[config.mk]
export PLATFORM = sky130hd
export DESIGN_NAME = pbacs_regs
export DESIGN_NICKNAME = d
export VERILOG_FILES = /design/src/logic/pbacs_pkg.sv /design/src/logic/pbacs_regs.sv
export SDC_FILE = /design/constraint.sdc
export NUM_CORES = 1
export LEC_CHECK = 0
export BUFFER_PORTS_ARGS = -buffer_cell sky130_fd_sc_hd__buf_2
export CORE_ASPECT_RATIO = 1.2
export CORE_UTILIZATION = 30
export DETAILED_ROUTE_END_ITERATION = 8
export SLEW_MARGIN = 20
export SYNTH_ARGS = -nofsm -noshare
export SYNTH_HDL_FRONTEND = slang
export SYNTH_SLANG_ARGS = --single-unit
[constraint.sdc]
create_clock -name core_clk -period 7.27 [get_ports core_clk]
set_input_delay 2.181 -clock core_clk [delete_from_list [all_inputs] [get_ports core_clk]]
set_output_delay 2.181 -clock core_clk [all_outputs]
set_load 0.02 [all_outputs]
[src/logic/pbacs_pkg.sv]
// Package for the power budgeting and access control capability registers.
// Assumes a 32-bit AXI4-Lite master and 12-bit configuration byte addresses.
package pbacs_pkg;

	// Bus widths and response codes.
	localparam int PBACS_ADDR_W = 12;
	localparam logic [1:0] PBACS_RESP_OKAY = 2'h0;
	localparam logic [1:0] PBACS_RESP_SLVERR = 2'h2;

	// Register byte offsets.
	localparam logic [11:0] PBACS_OFF_PB_HDR = 12'h20c;
	localparam logic [11:0] PBACS_OFF_INDEX = 12'h210;
	localparam logic [11:0] PBACS_OFF_VALUE = 12'h214;
	localparam logic [11:0] PBACS_OFF_SYSALLOC = 12'h218;
	localparam logic [11:0] PBACS_OFF_ACS_HDR = 12'h220;
	localparam logic [11:0] PBACS_OFF_ACS_CAP = 12'h224;
	localparam logic [11:0] PBACS_OFF_EGRESS = 12'h228;

	// Capability header fields.
	localparam logic [15:0] PBACS_ID_POWER = 16'h0004;
	localparam logic [15:0] PBACS_ID_ACCESS = 16'h000d;
	localparam logic [3:0] PBACS_CAP_VERSION = 4'h1;
	localparam logic [11:0] PBACS_NEXT_UPSTREAM = 12'h230;
	localparam logic [11:0] PBACS_NEXT_DOWNSTREAM = 12'h220;
	localparam logic [11:0] PBACS_NEXT_ACCESS = 12'h240;

	// Budget entry selection and reported budget fields.
	localparam logic [7:0] PBACS_IDX_D0_MAX = 8'h00;
	localparam logic [7:0] PBACS_IDX_D0_SUSTAINED = 8'h01;
	localparam logic [7:0] PBACS_INDEX_RST = 8'h00;
	localparam logic [7:0] PBACS_BASE_POWER = 8'h04;
	localparam logic [1:0] PBACS_DATA_SCALE = 2'h0;
	localparam logic [2:0] PBACS_PM_SUBSTATE = 3'h0;
	localparam logic [1:0] PBACS_PM_STATE = 2'h0;
	localparam logic [2:0] PBACS_COND_TYPE = 3'h7;
	localparam logic [2:0] PBACS_POWER_RAIL = 3'h2;
	localparam logic PBACS_SYS_ALLOC = 1'b0;

	// Access control capability, enables and egress vector.
	localparam logic [6:0] PBACS_ACS_FLAGS = 7'h7f;
	localparam logic [7:0] PBACS_EGRESS_SIZE = 8'h08;
	localparam int PBACS_ENABLE_LSB = 16;
	localparam logic [6:0] PBACS_ENABLE_RST = 7'h00;
	localparam logic [7:0] PBACS_EGRESS_RST = 8'h00;

	// Signals the bus master drives.
	typedef struct packed {
		logic awvalid;
		logic [11:0] awaddr;
		logic wvalid;
		logic [31:0] wdata;
		logic [3:0] wstrb;
		logic bready;
		logic arvalid;
		logic [11:0] araddr;
		logic rready;
	} pbacs_axi_req_t;

	// Signals this slave drives.
	typedef struct packed {
		logic awready;
		logic wready;
		logic bvalid;
		logic [1:0] bresp;
		logic arready;
		logic rvalid;
		logic [31:0] rdata;
		logic [1:0] rresp;
	} pbacs_axi_rsp_t;

	// Whole state of the register block.
	typedef struct packed {
		pbacs_axi_rsp_t rsp;
		logic [11:0] awAddr;
		logic [31:0] wData;
		logic [3:0] wStrb;
		logic [7:0] entryIndex;
		logic [6:0] acsEnable;
		logic [7:0] egressVector;
	} pbacs_state_t;

endpackage : pbacs_pkg

[src/logic/pbacs_regs.sv]
// Power budgeting and access control capability registers of one switch port.
// Assumes an AXI4-Lite master on core_clk and a fixed port type set at build.
//
// Decided for this implementation: the AXI4-Lite slave port.
`timescale 1ns/1ps

// Notes on behaviour
// - Power header identifier reads 0004h, fixed.
// - Power header version reads 1h, fixed.
// - Next pointer 230h upstream, 220h downstream.
// - Writable index selects D0 max or sustained.
// - Other index values report an all-zero budget.
// - Base power field reads 04h watts.
// - Scale, substate and state fields read zero.
// - Condition type 111b, power rail 010b.
// - System allocated flag reads 0b, read-only.
// - Access header 000Dh, version 1h, next 240h.
// - Access registers exist on downstream ports only.
// - Seven capability flags read one, bit7 reserved.
// - Egress vector size field reads 08h.
// - Bits 16 to 22 are writable feature enables.
// - Eight-bit writable egress vector, reset zero.
module pbacs_regs
#(
	parameter bit DOWNSTREAM = 1'b1
)
(
	// Clock and reset.
	input wire logic core_clk,
	input wire logic rst,
	// Register bus.
	input wire pbacs_pkg::pbacs_axi_req_t axiReq,
	output pbacs_pkg::pbacs_axi_rsp_t axiRsp,
	// Settings for the peer-to-peer routing logic.
	output logic [6:0] acsEnable,
	output logic [7:0] egressVector
);
	import pbacs_pkg::*;

	// Budget word for a supported entry, both entries report the loaded defaults.
	localparam logic [31:0] BUDGET_WORD = {11'h000, PBACS_POWER_RAIL, PBACS_COND_TYPE,
		PBACS_PM_STATE, PBACS_PM_SUBSTATE, PBACS_DATA_SCALE, PBACS_BASE_POWER};

	pbacs_state_t s;
	pbacs_state_t next_s;

	// Word decode, the two low address bits are ignored.
	function automatic logic isAt(logic [11:0] a, logic [11:0] off);
		return a[11:2] == off[11:2];
	endfunction : isAt

	// True for every offset that this block answers.
	function automatic logic isMapped(logic [11:0] a);
		return isAt(a, PBACS_OFF_PB_HDR) || isAt(a, PBACS_OFF_INDEX) ||
			isAt(a, PBACS_OFF_VALUE) || isAt(a, PBACS_OFF_SYSALLOC) ||
			isAt(a, PBACS_OFF_ACS_HDR) || isAt(a, PBACS_OFF_ACS_CAP) ||
			isAt(a, PBACS_OFF_EGRESS);
	endfunction : isMapped

	// Read data of one word; unmapped and reserved bits read zero.
	function automatic logic [31:0] readWord(logic [11:0] a, pbacs_state_t st);
		logic [31:0] d;
		d = 32'h0000_0000;
		if (isAt(a, PBACS_OFF_PB_HDR))
		begin
			// Each port type chains to a different following structure.
			d = {DOWNSTREAM ? PBACS_NEXT_DOWNSTREAM : PBACS_NEXT_UPSTREAM,
				PBACS_CAP_VERSION, PBACS_ID_POWER};
		end
		else if (isAt(a, PBACS_OFF_INDEX))
		begin
			d = {24'h000000, st.entryIndex};
		end
		else if (isAt(a, PBACS_OFF_VALUE))
		begin
			if (st.entryIndex == PBACS_IDX_D0_MAX || st.entryIndex == PBACS_IDX_D0_SUSTAINED)
			begin
				d = BUDGET_WORD;
			end
			else
			begin
				d = 32'h0000_0000;
			end
		end
		else if (isAt(a, PBACS_OFF_SYSALLOC))
		begin
			d = {31'h0000_0000, PBACS_SYS_ALLOC};
		end
		else if (DOWNSTREAM && isAt(a, PBACS_OFF_ACS_HDR))
		begin
			d = {PBACS_NEXT_ACCESS, PBACS_CAP_VERSION, PBACS_ID_ACCESS};
		end
		else if (DOWNSTREAM && isAt(a, PBACS_OFF_ACS_CAP))
		begin
			d = {9'h000, st.acsEnable, PBACS_EGRESS_SIZE, 1'b0, PBACS_ACS_FLAGS};
		end
		else if (DOWNSTREAM && isAt(a, PBACS_OFF_EGRESS))
		begin
			d = {24'h000000, st.egressVector};
		end
		return d;
	endfunction : readWord

	// Next-state logic: bus handshakes and register updates.
	always_comb
	begin
		next_s = s;
		// Address and data are taken independently, in either order.
		if (axiReq.awvalid && s.rsp.awready)
		begin
			next_s.awAddr = axiReq.awaddr;
			next_s.rsp.awready = 1'b0;
		end
		if (axiReq.wvalid && s.rsp.wready)
		begin
			next_s.wData = axiReq.wdata;
			next_s.wStrb = axiReq.wstrb;
			next_s.rsp.wready = 1'b0;
		end
		// Both halves held: perform the write and raise the response.
		if (!s.rsp.awready && !s.rsp.wready && !s.rsp.bvalid)
		begin
			next_s.rsp.bvalid = 1'b1;
			next_s.rsp.bresp = isMapped(s.awAddr) ? PBACS_RESP_OKAY : PBACS_RESP_SLVERR;
			if (isAt(s.awAddr, PBACS_OFF_INDEX) && s.wStrb[0])
			begin
				next_s.entryIndex = s.wData[7:0];
			end
			if (DOWNSTREAM && isAt(s.awAddr, PBACS_OFF_ACS_CAP) && s.wStrb[2])
			begin
				next_s.acsEnable = s.wData[PBACS_ENABLE_LSB +: 7];
			end
			if (DOWNSTREAM && isAt(s.awAddr, PBACS_OFF_EGRESS) && s.wStrb[0])
			begin
				next_s.egressVector = s.wData[7:0];
			end
		end
		// Response taken: reopen both write channels together.
		if (s.rsp.bvalid && axiReq.bready)
		begin
			next_s.rsp.bvalid = 1'b0;
			next_s.rsp.awready = 1'b1;
			next_s.rsp.wready = 1'b1;
		end
		// Read data is sampled at the address handshake, before a same-cycle write lands.
		if (axiReq.arvalid && s.rsp.arready)
		begin
			next_s.rsp.arready = 1'b0;
			next_s.rsp.rvalid = 1'b1;
			next_s.rsp.rdata = readWord(axiReq.araddr, s);
			next_s.rsp.rresp = isMapped(axiReq.araddr) ? PBACS_RESP_OKAY : PBACS_RESP_SLVERR;
		end
		if (s.rsp.rvalid && axiReq.rready)
		begin
			next_s.rsp.rvalid = 1'b0;
			next_s.rsp.arready = 1'b1;
		end
	end

	// State register with the documented reset values.
	always_ff @(posedge core_clk or posedge rst)
	begin
		if (rst)
		begin
			s <= '0;
			s.rsp.awready <= 1'b1;
			s.rsp.wready <= 1'b1;
			s.rsp.arready <= 1'b1;
			s.entryIndex <= PBACS_INDEX_RST;
			s.acsEnable <= PBACS_ENABLE_RST;
			s.egressVector <= PBACS_EGRESS_RST;
		end
		else
		begin
			s <= next_s;
		end
	end

	// Outputs come straight from the state flops.
	assign axiRsp = s.rsp;
	assign acsEnable = s.acsEnable;
	assign egressVector = s.egressVector;

	// Write strobe for the checks: both halves held and no answer raised yet.
	logic writeDone;
	assign writeDone = !s.rsp.awready && !s.rsp.wready && !s.rsp.bvalid;
endmodule : pbacs_regs

==> flow_summary.json <==
{
  "syn_inst": 309,
  "arrival_ns": 4.33,
  "synthDistinctLibCells": 41,
  "ys_seq_area_frac": 0.528,
  "grt_max_degree": 78,
  "wl_um": 7310,
  "hold_violations": 0,
  "hpwl_um": 5370,
  "post-route-util": 0.361,
  "grt_pass1_vias": 2397,
  "ys_seq_elements": 77,
  "slew_headroom": 0.350,
  "htreeDepth": 3,
  "ys_async_sr_fraction": 1.00,
  "drt-pass1-iter-count": 4,
  "path_class": "primary input to register",
  "synth_edf_count": 0,
  "synth_ff_type": "dfrtp_1",
  "drt-met1-wl_um": 3010,
  "cts-hold-fix-buffers": 0,
  "critPathMaxFanout": 31,
  "required_ns": 7.54,
  "r2r_cells": 5,
  "holdWs_ns": 0.466,
  "final.period_utilization": 0.558,
  "area_delta_synth_final_pct": 15.9,
  "grt_overflow": 0,
  "die_width_um": 103,
  "status": "finished, final reports clean",
  "drv_slew": 0,
  "cts-resized-gates": 0,
  "fmax_ghz": 0.246,
  "fin_crit_ns": 4.06,
  "clock-sinks": 77,
  "drt_iter0_markers": 57,
  "insertedDiodeCount": 0,
  "ant_nets": 0,
  "start_util": 0.312,
  "hp-class": "register to register",
  "grt_pass1_wl_um": 12000,
  "syn_area_per_cell_um2": 11.8,
  "dieArea_mm2": 0.0126,
  "cts_tree": "done",
  "start_kind": "primary input",
  "core_area_mm2": 0.0117,
  "max-cap-violations": 0,
  "wl_met2_um": 3690,
  "rows": 43,
  "nFillCells": 1207,
  "clk_latency_ns": 0.34,
  "ios": 123,
  "tns_ns": 0,
  "p_leak_nw": 2.10,
  "root_buffer": "clkbuf_16",
  "clockBufferDepth": 2,
  "power_density_mw_per_mm2": 309,
  "vias_per_cell": 4.55,
  "r2r-start": "axiRsp[35]$_DFFE_PP1P_",
  "hp-start": "axiRsp[13]$_DFFE_PP0P_",
  "track_usage": 0.128,
  "rr_endpoint": "axiRsp[24]$_DFFE_PP0P_",
  "worstMarginPinSlew_ns": 0.973,
  "rsz0062_at_grt": "false",
  "worstHoldPathCells": 1,
  "r2r_slack_ns": 4.61,
  "nets": 424,
  "route.detailed.drc": 0,
  "clock_skew_ns": 0.00601,
  "die_height_um": 123,
  "gp_congestion": 0.762,
  "io_buffer_count": 85,
  "wl_per_cell_um": 14.1,
  "route.met3.wl_um": 437,
  "antenna_found_initial": 0,
  "critPathCaptureType": "register",
  "holdPathEnd": "axiRsp[13]$_DFFE_PP0P_",
  "top_layer": "met4",
  "setup-violations-final": 0,
  "numCtsBuffers": 9,
  "syn_area_mm2": 0.00365,
  "synth_warnings": 0,
  "via_count": 2364,
  "post_cts_buffers": 0,
  "clk_pin_slew_ns": 0.05,
  "vdd_drop_max_uv": 110,
  "layout-drive-gt1-share": 0.448
}
-- worst max-delay path: stages --
cell and delay, ns:
buf_2 0.08, nand2_1 0.54, nor3_1 0.59, nand2_1 0.33, nor3_2 0.41, a22o_1 0.19
-- cells by family after synthesis --
logic type,count (synthesis),synth area share
AOI/OAI and AO/OA,51,0.0904
buffers and inverters,71,0.130
xor gates and xnor gates,2,0.00479
other,1,0.00103
DFF,77,0.528
muxes,51,0.157
and+or+nand+nor,56,0.0883
-- power breakdown --
part / internal, W / switching [W]
sequential: 0.000528 / 0.0000692
combinational: 0.000118 / 0.000108
clock: 0.000318 / 0.000167
total: 0.000964 / 0.000344
-- synthesized netlist by cell type (4+ instances only) --
master	instances	share of area
a21oi_1	10	0.014
a22o_1	5	0.012
a22oi_1	6	0.012
buf_4	56	0.12
clkbuf_1	6	0.0062
dfrtp_1	74	0.51
inv_1	8	0.0082
mux2_2	50	0.15
nand2_1	22	0.023
nor2_1	6	0.0062
nor2b_1	4	0.0068
nor3_1	4	0.0055
o21ai_0	15	0.021
-- placed cells by master, fill, tap and decap left out, types with 7 or more instances in the layout --
cell type,Yosys,final
buf_2,0,85
dfrtp_1,74,74
nand2_1,22,22
mux2_2,50,50
conb_1,1,14
a21oi_1,10,10
clkbuf_16,0,9
o21ai_0,15,15
inv_1,8,7
-- state kept, by name, summed over array words and instances (netlist names) --
signal,cells
s,35
axiRsp,27
egressVector,8
acsEnable,7
-- routing by layer --
metal / up-vias / GRT usage
met1: 1168 / 0.150
met3: 12 / 0.0317
met5: - / 0
met2: 64 / 0.208
met4: 0 / 0.0792
li1: 1120 / -
-- area by class of cell --
cell class / count / area (µm²) / share of cell area
clock inverter: 4 / 70.1 / 0.0165
multi-input combinational: 174 / 1300 / 0.306
clock buffer: 12 / 256 / 0.0606
sequential: 77 / 1930 / 0.456
inverter: 8 / 31.3 / 0.00739
timing repair buffer: 87 / 453 / 0.107
tap: 157 / 196 / 0.0464
-- how the worst max path moves through the flow --
stage / slack, ns / start / endpoint
after floorplan: 3.13 / rst / acsEnable[0]$_DFFE_PP0P_
after global placement: 2.91 / axiReq[13] / axiRsp[20]$_DFFE_PP0P_
after detailed placement: 2.87 / axiReq[13] / axiRsp[22]$_DFFE_PP0P_
after CTS: 3.23 / axiReq[13] / axiRsp[22]$_DFFE_PP0P_
after global routing: 2.95 / axiReq[13] / axiRsp[20]$_DFFE_PP0P_
final: 3.21 / axiReq[13] / axiRsp[24]$_DFFE_PP0P_
-- per-stage QoR --
step / cell area (µm²) / power (W) / cells / setup WS, ns
after floorplan: 3700 / 0.000788 / 322 / 3.13
after global placement: 3890 / 0.000821 / 502 / 2.91
after detailed placement: 3890 / 0.000835 / 502 / 2.87
after CTS: 4210 / 0.00133 / 518 / 3.23
after global routing: 4230 / 0.00138 / 519 / 2.95
final: 4230 / 0.00131 / 519 / 3.21
Note: power is estimated with default switching activity, not from simulation.
